## src/hdl/modbus_cfg_pkg.sv

```systemverilog
/*
 * Constants, offsets and carrier types of the Modbus RTU serial
 * configuration and receive-side message framer.
 * Assumes a single 100 MHz clock and a plain register port.
 */
// Overview of operation
// (RULE_01) Bit rate code 0..5, 300..9600, default 9600
// (RULE_02) Device bit rate must equal master's
// (RULE_03) Bit rate writes from link are refused
// (RULE_04) Protocol selector, default 0, Modbus code 3/1
// (RULE_05) Framing codes: even, odd, none/1, none/2
// (RULE_06) Device framing must equal master's framing
// (RULE_07) Gap over 10..2000 ms limit ends message
// (RULE_08) Failed CRC message discarded, no reply; its bytes still reach the FIFO, ok, reply and broadcast stay low
// (RULE_09) Master side: limit near 100 ms advised
// (RULE_10) Modbus address 1..247, default 1
// (RULE_11) Address writes from link are refused
// (RULE_12) Start, 8 data LSB first, parity, stops
// (RULE_13) Address zero is broadcast, never replied
// (RULE_14) CRC sent low byte first, high last
// (RULE_15) Gap timer restarts each stop, ms ticks
`default_nettype none
package modbus_cfg_pkg;
    localparam int CLK_HZ = 100_000_000;
    localparam int CLK_PERIOD_NS = 10;
    localparam int TICK_MS = 1;
    localparam int CYC_PER_MS = TICK_MS * 1_000_000 / CLK_PERIOD_NS;
    localparam int BAUD_MAX_BPS = 9600;
    localparam int CYC_PER_BIT_MAX = CLK_HZ / BAUD_MAX_BPS;
    localparam logic [2:0] BAUD_CODE_MAX = 3'h5;
    // Register offsets
    localparam logic [7:0] OFS_BAUD = 8'h00;
    localparam logic [7:0] OFS_PROTO = 8'h04;
    localparam logic [7:0] OFS_FRAME = 8'h08;
    localparam logic [7:0] OFS_GAP = 8'h0C;
    localparam logic [7:0] OFS_ADDR = 8'h10;
    localparam logic [7:0] OFS_STATUS = 8'h14;
    // Reset values and limits
    localparam logic [2:0] RST_BAUD = 3'h5;
    localparam logic [1:0] RST_PROTO = 2'h0;
    localparam logic [1:0] RST_FRAME = 2'h2;
    localparam logic [10:0] RST_GAP_MS = 11'h064;
    localparam logic [10:0] GAP_MIN_MS = 11'h00A;
    localparam logic [10:0] GAP_MAX_MS = 11'h7D0;
    localparam logic [7:0] RST_ADDR = 8'h01;
    localparam logic [7:0] MB_ADDR_MIN = 8'h01;
    localparam logic [7:0] MB_ADDR_MAX = 8'hF7;
    localparam logic [7:0] OTHER_ADDR_MAX = 8'h7E;
    localparam logic [7:0] BCAST_ADDR = 8'h00;
    // Framing codes
    localparam logic [1:0] FRM_EVEN_ONE = 2'h0;
    localparam logic [1:0] FRM_ODD_ONE = 2'h1;
    localparam logic [1:0] FRM_NONE_TWO = 2'h3;
    // Status bit positions
    localparam int ST_REJECT = 0;
    localparam int ST_CHAR_ERR = 1;
    localparam int ST_OVERRUN = 2;
    localparam int ST_IN_MSG = 3;
    localparam logic [15:0] CRC_INIT = 16'hFFFF;
    localparam logic [15:0] CRC_POLY = 16'hA001;
    localparam logic [3:0] MIN_MSG_BYTES = 4'h4;

    typedef struct packed {
        logic [2:0] baud;
        logic [1:0] proto;
        logic [1:0] frame;
        logic [10:0] gap_ms;
        logic [7:0] slave_addr;
    } cfg_s;

    typedef struct packed {
        logic done;
        logic ok;
        logic reply;
        logic broadcast;
    } msg_s;
endpackage : modbus_cfg_pkg
`default_nettype wire

```

## src/hdl/modbus_rtu_serial_config.sv

```systemverilog
/*
 * Modbus RTU slave receive path: configuration registers, character
 * receiver, inter-character gap timer, CRC check and a byte FIFO.
 * Assumes the register port is the local panel side; bit rate and
 * address writes marked as coming from the link are refused.
 */
`default_nettype none
// ****************************************
// Byte FIFO with registered output stage
// ****************************************
module rx_byte_fifo #(
    parameter int WIDTH = 8,
    parameter int DEPTH = 4
) (
    // Clock and reset
    input wire logic clk_sys_in,
    input wire logic rst_b_in,
    // Fill side
    input wire logic [WIDTH-1:0] in_data_in,
    input wire logic in_valid_in,
    output logic in_ready_out,
    // Drain side
    output logic [WIDTH-1:0] out_data_out,
    output logic out_valid_out,
    input wire logic out_ready_in
);
    localparam int AW = $clog2(DEPTH);
    typedef struct packed {
        logic [DEPTH-1:0][WIDTH-1:0] mem;
        logic [AW-1:0] wr_idx;
        logic [AW-1:0] rd_idx;
        logic [AW:0] count;
        logic [WIDTH-1:0] out_data;
        logic out_valid;
    } fifo_s;
    fifo_s st, next_st;

    always_comb begin
        logic push;
        logic pop;
        push = 1'b0;
        pop = 1'b0;
        next_st = st;
        push = in_valid_in && (st.count != (AW+1)'(DEPTH));
        if (st.out_valid && out_ready_in) begin
            next_st.out_valid = 1'b0;
        end
        if (!next_st.out_valid && (st.count != '0)) begin
            pop = 1'b1;
            next_st.out_data = st.mem[st.rd_idx];
            next_st.out_valid = 1'b1;
            next_st.rd_idx = AW'((st.rd_idx + 1'b1) % DEPTH);
        end
        if (push) begin
            next_st.mem[st.wr_idx] = in_data_in;
            next_st.wr_idx = AW'((st.wr_idx + 1'b1) % DEPTH);
        end
        next_st.count = st.count + (AW+1)'(push) - (AW+1)'(pop);
    end

    always_ff @(posedge clk_sys_in or negedge rst_b_in) begin
        if (!rst_b_in) begin
            st <= '0;
        end else begin
            st <= next_st;
        end
    end

    assign in_ready_out = (st.count != (AW+1)'(DEPTH));
    assign out_data_out = st.out_data;
    assign out_valid_out = st.out_valid;
endmodule : rx_byte_fifo

// ****************************************
// Top: configuration and message framer
// ****************************************
module modbus_rtu_serial_config #(
    parameter bit FOUR_PROTOCOLS = 1'b1,
    parameter int CYC_PER_BIT_FAST = modbus_cfg_pkg::CYC_PER_BIT_MAX,
    parameter int CYC_PER_TICK = modbus_cfg_pkg::CYC_PER_MS
) (
    // Clock and reset
    input wire logic clk_sys_in,
    input wire logic rst_b_in,
    // Register port
    input wire logic [7:0] reg_addr_in,
    input wire logic [15:0] reg_wdata_in,
    input wire logic reg_wr_in,
    input wire logic reg_rd_in,
    input wire logic reg_from_link_in,
    output logic [15:0] reg_rdata_out,
    // Serial line
    input wire logic rx_in,
    // Received bytes
    output logic [7:0] rx_data_out,
    output logic rx_valid_out,
    input wire logic rx_ready_in,
    // Message end report
    output modbus_cfg_pkg::msg_s msg_out
);
    import modbus_cfg_pkg::*;

    typedef enum logic [2:0] {RX_IDLE, RX_START, RX_DATA, RX_PAR, RX_STOP} rx_state_e;

    typedef struct packed {
        cfg_s cfg;
        logic [15:0] rdata;
        logic [3:0] status;
        logic [2:0] sync;
        logic line;
        rx_state_e rx;
        logic [19:0] bit_div;
        logic [3:0] bit_idx;
        logic [7:0] shift;
        logic par_acc;
        logic char_bad;
        logic [16:0] ms_div;
        logic [10:0] gap_cnt;
        logic in_msg;
        logic [15:0] crc;
        logic [3:0] nbytes;
        logic [7:0] msg_addr;
        logic msg_bad;
        logic [7:0] push_data;
        logic push;
        msg_s msg;
    } top_s;
    top_s st, next_st;

    logic fifo_ready;

    // ****************************************
    // Helpers
    // ****************************************
    function automatic logic [15:0] crc_byte(input logic [15:0] crc, input logic [7:0] data);
        logic [15:0] c;
        c = crc ^ {8'h00, data};
        for (int i = 0; i < 8; i++) begin
            c = c[0] ? ((c >> 1) ^ CRC_POLY) : (c >> 1);
        end
        return c;
    endfunction : crc_byte

    function automatic logic [19:0] bit_cycles(input logic [2:0] code);
        return 20'(CYC_PER_BIT_FAST << (BAUD_CODE_MAX - code)); // RULE_01
    endfunction : bit_cycles

    function automatic logic modbus_sel(input logic [1:0] proto);
        return proto == (FOUR_PROTOCOLS ? 2'h3 : 2'h1); // RULE_04
    endfunction : modbus_sel

    function automatic logic addr_legal(input logic [1:0] proto, input logic [7:0] a);
        if (modbus_sel(proto)) begin
            return (a >= MB_ADDR_MIN) && (a <= MB_ADDR_MAX); // RULE_10
        end
        return a <= OTHER_ADDR_MAX;
    endfunction : addr_legal

    always_comb begin
        logic accept;
        logic bit_tick;
        logic ms_tick;
        logic [19:0] bit_len;
        logic char_done;
        logic refuse;
        accept = 1'b0;
        refuse = 1'b0;
        char_done = 1'b0;
        next_st = st;
        bit_len = bit_cycles(st.cfg.baud); // RULE_02
        next_st.msg = '0;
        next_st.push = 1'b0;
        next_st.rdata = '0;

        // ****************************************
        // Register port
        // ****************************************
        if (reg_wr_in) begin
            if (reg_addr_in == OFS_BAUD) begin
                if (reg_from_link_in || (reg_wdata_in[2:0] > BAUD_CODE_MAX) || (reg_wdata_in[15:3] != '0)) begin
                    refuse = 1'b1; // RULE_03
                end else begin
                    next_st.cfg.baud = reg_wdata_in[2:0]; // RULE_01
                end
            end else if (reg_addr_in == OFS_PROTO) begin
                if ((reg_wdata_in[1:0] > (FOUR_PROTOCOLS ? 2'h3 : 2'h1)) || (reg_wdata_in[15:2] != '0)) begin
                    refuse = 1'b1;
                end else begin
                    next_st.cfg.proto = reg_wdata_in[1:0]; // RULE_04
                end
            end else if (reg_addr_in == OFS_FRAME) begin
                next_st.cfg.frame = reg_wdata_in[1:0]; // RULE_05
            end else if (reg_addr_in == OFS_GAP) begin
                if ((reg_wdata_in < 16'(GAP_MIN_MS)) || (reg_wdata_in > 16'(GAP_MAX_MS))) begin
                    refuse = 1'b1;
                end else begin
                    next_st.cfg.gap_ms = reg_wdata_in[10:0]; // RULE_07
                end
            end else if (reg_addr_in == OFS_ADDR) begin
                if (reg_from_link_in || (reg_wdata_in[15:8] != '0)
                    || !addr_legal(st.cfg.proto, reg_wdata_in[7:0])) begin
                    refuse = 1'b1; // RULE_11
                end else begin
                    next_st.cfg.slave_addr = reg_wdata_in[7:0]; // RULE_10
                end
            end else if (reg_addr_in == OFS_STATUS) begin
                next_st.status[2:0] = st.status[2:0] & ~reg_wdata_in[2:0];
            end
        end
        if (reg_rd_in) begin
            if (reg_addr_in == OFS_BAUD) begin
                next_st.rdata = 16'(st.cfg.baud);
            end else if (reg_addr_in == OFS_PROTO) begin
                next_st.rdata = 16'(st.cfg.proto);
            end else if (reg_addr_in == OFS_FRAME) begin
                next_st.rdata = 16'(st.cfg.frame);
            end else if (reg_addr_in == OFS_GAP) begin
                next_st.rdata = 16'(st.cfg.gap_ms);
            end else if (reg_addr_in == OFS_ADDR) begin
                next_st.rdata = 16'(st.cfg.slave_addr);
            end else if (reg_addr_in == OFS_STATUS) begin
                next_st.rdata = {12'h000, st.in_msg, st.status[2:0]};
            end
        end
        if (refuse) begin
            next_st.status[ST_REJECT] = 1'b1;
        end

        // ****************************************
        // Line sampling and bit divider
        // ****************************************
        next_st.sync = {st.sync[1:0], rx_in};
        if (st.sync[2] == st.sync[1]) begin
            next_st.line = st.sync[2];
        end
        bit_tick = (st.bit_div == bit_len - 20'h00001);
        next_st.bit_div = bit_tick ? '0 : st.bit_div + 20'h00001;

        // ****************************************
        // Character receiver
        // ****************************************
        case (st.rx)
            RX_IDLE: begin
                next_st.bit_div = bit_len >> 1;
                if (!st.line) begin
                    next_st.rx = RX_START;
                end
            end
            RX_START: begin
                if (bit_tick) begin
                    next_st.rx = st.line ? RX_IDLE : RX_DATA;
                    next_st.bit_idx = '0;
                    next_st.char_bad = 1'b0;
                    next_st.par_acc = (st.cfg.frame == FRM_ODD_ONE);
                end
            end
            RX_DATA: begin
                if (bit_tick) begin
                    next_st.shift = {st.line, st.shift[7:1]}; // RULE_12
                    next_st.par_acc = st.par_acc ^ st.line;
                    next_st.bit_idx = st.bit_idx + 4'h1;
                    if (st.bit_idx == 4'h7) begin
                        next_st.bit_idx = '0;
                        next_st.rx = (st.cfg.frame <= FRM_ODD_ONE) ? RX_PAR : RX_STOP; // RULE_05
                    end
                end
            end
            RX_PAR: begin
                if (bit_tick) begin
                    next_st.char_bad = st.par_acc ^ st.line; // RULE_06
                    next_st.rx = RX_STOP;
                end
            end
            RX_STOP: begin
                if (bit_tick) begin
                    next_st.char_bad = next_st.char_bad | !st.line;
                    next_st.bit_idx = st.bit_idx + 4'h1;
                    if ((st.cfg.frame != FRM_NONE_TWO) || (st.bit_idx == 4'h1) || !st.line) begin
                        char_done = 1'b1;
                        next_st.rx = RX_IDLE;
                    end
                end
            end
            default: begin
                next_st.rx = RX_IDLE;
            end
        endcase

        // ****************************************
        // Message assembly, gap timer, CRC
        // ****************************************
        accept = char_done && modbus_sel(st.cfg.proto);
        ms_tick = (st.ms_div == 17'(CYC_PER_TICK - 1));
        next_st.ms_div = ms_tick ? '0 : st.ms_div + 17'h00001;
        if (accept) begin
            next_st.ms_div = '0; // RULE_15
            next_st.gap_cnt = '0;
            next_st.in_msg = 1'b1;
            if (!st.in_msg) begin
                next_st.crc = crc_byte(CRC_INIT, st.shift);
                next_st.nbytes = 4'h1;
                next_st.msg_addr = st.shift;
                next_st.msg_bad = next_st.char_bad;
            end else begin
                next_st.crc = crc_byte(st.crc, st.shift); // RULE_14
                next_st.nbytes = (st.nbytes == 4'hF) ? st.nbytes : st.nbytes + 4'h1;
                next_st.msg_bad = st.msg_bad | next_st.char_bad;
            end
            if (next_st.char_bad) begin
                next_st.status[ST_CHAR_ERR] = 1'b1;
            end
            if (fifo_ready) begin
                next_st.push = 1'b1;
                next_st.push_data = st.shift;
            end else begin
                next_st.msg_bad = 1'b1;
                next_st.status[ST_OVERRUN] = 1'b1;
            end
        end else if (st.in_msg && ms_tick && (st.rx == RX_IDLE)) begin
            next_st.gap_cnt = st.gap_cnt + 11'h001;
            if (st.gap_cnt >= st.cfg.gap_ms) begin
                next_st.in_msg = 1'b0; // RULE_07
                next_st.msg.done = 1'b1;
                next_st.msg.ok = (st.crc == 16'h0000) && !st.msg_bad && (st.nbytes >= MIN_MSG_BYTES); // RULE_08
                next_st.msg.broadcast = next_st.msg.ok && (st.msg_addr == BCAST_ADDR);
                next_st.msg.reply = next_st.msg.ok && (st.msg_addr != BCAST_ADDR)
                    && (st.msg_addr == st.cfg.slave_addr); // RULE_13
            end
        end
    end

    always_ff @(posedge clk_sys_in or negedge rst_b_in) begin
        if (!rst_b_in) begin
            st <= '0;
            st.cfg <= '{RST_BAUD, RST_PROTO, RST_FRAME, RST_GAP_MS, RST_ADDR};
            st.sync <= 3'h7;
            st.line <= 1'b1;
            st.rx <= RX_IDLE;
        end else begin
            st <= next_st;
        end
    end

    rx_byte_fifo #(
        .WIDTH(8),
        .DEPTH(4)
    ) u_fifo (
        .clk_sys_in(clk_sys_in),
        .rst_b_in(rst_b_in),
        .in_data_in(st.push_data),
        .in_valid_in(st.push),
        .in_ready_out(fifo_ready),
        .out_data_out(rx_data_out),
        .out_valid_out(rx_valid_out),
        .out_ready_in(rx_ready_in)
    );

    assign reg_rdata_out = st.rdata;
    assign msg_out = st.msg;
endmodule : modbus_rtu_serial_config
`default_nettype wire

```

## config.mk

```make
export PLATFORM = sky130hd
export DESIGN_NAME = modbus_rtu_serial_config
export DESIGN_NICKNAME = d
export VERILOG_FILES = /design/src/hdl/modbus_cfg_pkg.sv /design/src/hdl/modbus_rtu_serial_config.sv
export SDC_FILE = /design/constraint.sdc
export NUM_CORES = 1
export LEC_CHECK = 0
export BUFFER_PORTS_ARGS = -buffer_cell sky130_fd_sc_hd__buf_4
export CELL_PAD_IN_SITES_DETAIL_PLACEMENT = 0
export CELL_PAD_IN_SITES_GLOBAL_PLACEMENT = 1
export CORE_MARGIN = 2
export CORE_UTILIZATION = 35
export CTS_CLUSTER_DIAMETER = 80
export CTS_CLUSTER_SIZE = 24
export DETAILED_ROUTE_END_ITERATION = 10
export GPL_TIMING_DRIVEN = 1
export PLACE_DENSITY = 0.58
export SLEW_MARGIN = 20
export SYNTH_ARGS = -nofsm -noshare
export SYNTH_HDL_FRONTEND = slang
export SYNTH_SLANG_ARGS = --single-unit
export TNS_END_PERCENT = 1
```

## constraint.sdc

```tcl
create_clock -name clk_sys_in -period 6.1 [get_ports clk_sys_in]
set_input_delay 0.61 -clock clk_sys_in [delete_from_list [all_inputs] [get_ports clk_sys_in]]
set_output_delay 0.61 -clock clk_sys_in [all_outputs]
set_load 0.01 [all_outputs]
```

==> out/qor.csv <==
metric,value,unit
outcome,"complete, no violations",
synth_ff_type,dfrtp_1,
dpl.hpwl,18.8,mm
grt_usage,17.2,%
critPathLaunch,st[156],
globalRouteOverflowTotal,0,
area_growth,11.5,%
synth_cell_types,79,
start_util,35.6,%
synth.mux.area_fraction,12.4,%
powerDensity,213,nW/µm²
synth-seq-cells,200,
nNetsFinal,1134,
routed_wl,26.9,mm
endpoint,st[29],
hold_viol_final,0,
seqCellArea,5020,µm²
worstPathRequired,6.40,ns
endpoint_kind,flop,
cts.sink_count,200,
min_period_over_period,77.1,%
pin_count,60,
routabilityCongestion,0.789,
path_max_fanout,28,
cts_max_level,4,
nFillCells,3093,
rrSetupSlack,1.40,ns
timing.hold.ws,0.246,ns
synth_xor_area_share,8.73,%
vias,7649,
slew_viol_final,0,
yosysWarnings,0,
period_minus_slack,4.70,ns
core,30700,µm²
hold_buffers,0,
max_cap_viol_count,0,
cts_inserted_buffers,17,
mappedNetlistArea,11000,µm²
grt_max_degree,106,
crit_type,flop to flop,
reg2reg_depth,10,
synth_edf_count,0,
via_per_inst,5.18,
synth_cells,1050,
drive_above_1_share,20.4,%
multi_input_area,5440,µm²
start_kind,flop,
yosys.area_share.simple,15.5,%
post_drt_wl_per_cell,18.2,µm
r2r-end,st[29],
peakVddDrop,225,µV
die-area,32700,µm²
antenna_found_initial,0,
post-route-drc-count,0,
postSynthAreaPerCell,10.4,µm²
dr.first_iter.drc_count,383,
rsz0062_at_grt,false,
cts_tree,done,
dieHeight,181,µm
arrival,5.00,ns
cts_root_buf,clkbuf_16,
ctsResizeCount,0,
rows,64,
setup_tns,0,ns
synth-adder-area-share,4.04,%
cts_setup_buffers,0,
hold_path.class,input pin to asynchronous set/reset pin,
drtAntennaViolNets,0,
worst_pin_slew,0.958,ns
power_leakage,0.00547,µW
synth_top_family_by_area,simple AND/OR/NAND/NOR gates,
fp.dieW,181,µm
clockBufferDepth,2,
synthArstFlopShare,100,%
antenna_cells,0,
synth_compound_area_share,8.63,%
r2r-start,st[156],
synth_area_leaders,"dfrtp_1, mux2_2, xnor2_1",
skew,0.0228,ns
synth_top_area_cell,dfrtp_1,
port_buffers,54,
fmax,0.213,GHz
clock_latency,0.46,ns
synth_top_area_share,43.2,%
relSlewSlack,36.0,%
dr.pass1.iters,6,
clk_pin_slew,0.08,ns
finalSetupViolations,0,
synth_seq_area_share,45.8,%
grt_pass1_vias,7767,
grt_pass1_wl,44.3,mm
routing by layer:
metal	vias to the layer above	track usage, %	part of all wire (%)
met2	99	27.4	46
met5	-	0	0
met4	0	3.90	1.0
li1	3707	-	-
met3	22	2.86	2.4
met1	3821	24.5	51
cell usage after synthesis (3+ instances only):
cell type / number
dfrtp_1: 189
mux2_2: 98
nor2_1: 85
nand2_1: 68
xnor2_1: 67
o21ai_0: 49
inv_1: 43
nand3_1: 42
xor2_1: 37
ha_1: 33
clkbuf_1: 31
a21oi_1: 29
buf_4: 28
nor3_1: 22
nor4_1: 19
and3_1: 16
nor2b_1: 14
nand4_1: 13
dfstp_2: 11
a31oi_1: 8
mux2i_1: 8
mux4_2: 8
nand2b_1: 8
and2_1: 7
o31ai_1: 7
buf_2: 6
a211oi_1: 5
a22oi_1: 5
nor3b_1: 5
o22ai_1: 5
or3_1: 5
or4_1: 5
a21o_1: 4
nand3b_1: 4
o211ai_1: 4
o21a_1: 4
buf_1: 3
or2_2: 3
power breakdown:
group / internal [µW] / total (µW) / switching, µW
combinational: 22.0 / 70.6 / 48.6
sequential: 1330 / 1340 / 5.53
clock: 593 / 1190 / 598
metrics by stage:
stage	std cells	util (%)	instance area (µm²)	setup slack, ns	power [µW]
2_1_floorplan	1054	-	11000	2.42	1380
3_3_place_gp	1446	37.8	11600	1.53	1440
3_5_place_dp	1446	37.8	11600	1.44	1440
4_1_cts	1478	39.7	12200	1.41	2630
5_1_grt	1478	39.7	12200	1.03	2690
6_report	1478	39.7	12200	1.40	2600
final cells by class:
| type | instances | share of cell area, % |
|---|---|---|
| Timing Repair Buffer | 64 | 3.98 |
| Clock inverter | 13 | 1.47 |
| Multi-Input combinational cell | 742 | 44.5 |
| Inverter | 44 | 1.35 |
| Clock buffer | 19 | 3.54 |
| Tap cell | 396 | 4.05 |
| Sequential cell | 200 | 41.1 |
worst max-delay path: stages (launching register included):
cell	delay, ns
dfrtp_1	0.58
inv_1	0.22
ha_1	0.88
or3b_2	0.51
a221oi_1	0.36
xnor2_1	0.16
nand3_1	0.22
or4b_4	0.75
nor2_1	0.44
buf_4	0.31
a31oi_1	0.11
worst min-delay path by stage:
| stage | end | cells after the start | slack (ns) |
|---|---|---|---|
| floorplan | msg_out[0] | 0 | 0.31 |
| global placement | st[111] | 0 | 0.36 |
| detailed placement | st[111] | 0 | 0.36 |
| CTS | next_st[110] | 1 | 0.25 |
| global route | next_st[110] | 1 | 0.25 |
| finish | u_fifo.st[10] | 1 | 0.25 |
cell families after synthesis:
family | Yosys count
adders and majority gates | 35
buffers and inverters | 112
xor gates and xnor gates | 106
and+or+nand+nor | 333
muxes | 114
other | 1
AOI/OAI and AO/OA | 149
DFF | 200
flip-flops by register name (all words and copies together) (netlist names):
name / flops
u_fifo.out_data_out: 8
u_fifo.st: 39
reg_rdata_out: 11
u_fifo.out_valid_out: 1
next_st: 2
msg_out: 4
st: 135
cells in the final DEF (no fill, tap or decap), types with 6 or more instances in the layout:
| cell type | instances |
|---|---|
| nor2b_1 | 14 |
| xor2_1 | 37 |
| inv_1 | 43 |
| a31oi_1 | 8 |
| inv_6 | 6 |
| mux2_2 | 98 |
| mux2i_1 | 8 |
| dfrtp_1 | 189 |
| nor3_1 | 21 |
| xnor2_1 | 67 |
| nand2_1 | 68 |
| nand3_1 | 42 |
| a21oi_1 | 29 |
| nor2_1 | 85 |
| nand4_1 | 13 |
| mux4_2 | 8 |
| o21ai_0 | 49 |
| nor4_1 | 18 |
| o31ai_1 | 7 |
| ha_1 | 33 |
| clkinv_8 | 6 |
| clkbuf_16 | 17 |
| dfstp_2 | 11 |
| nand2b_1 | 8 |
| and3_1 | 16 |
| buf_4 | 63 |
| and2_1 | 7 |
Note: power is estimated with default switching activity, not from simulation.
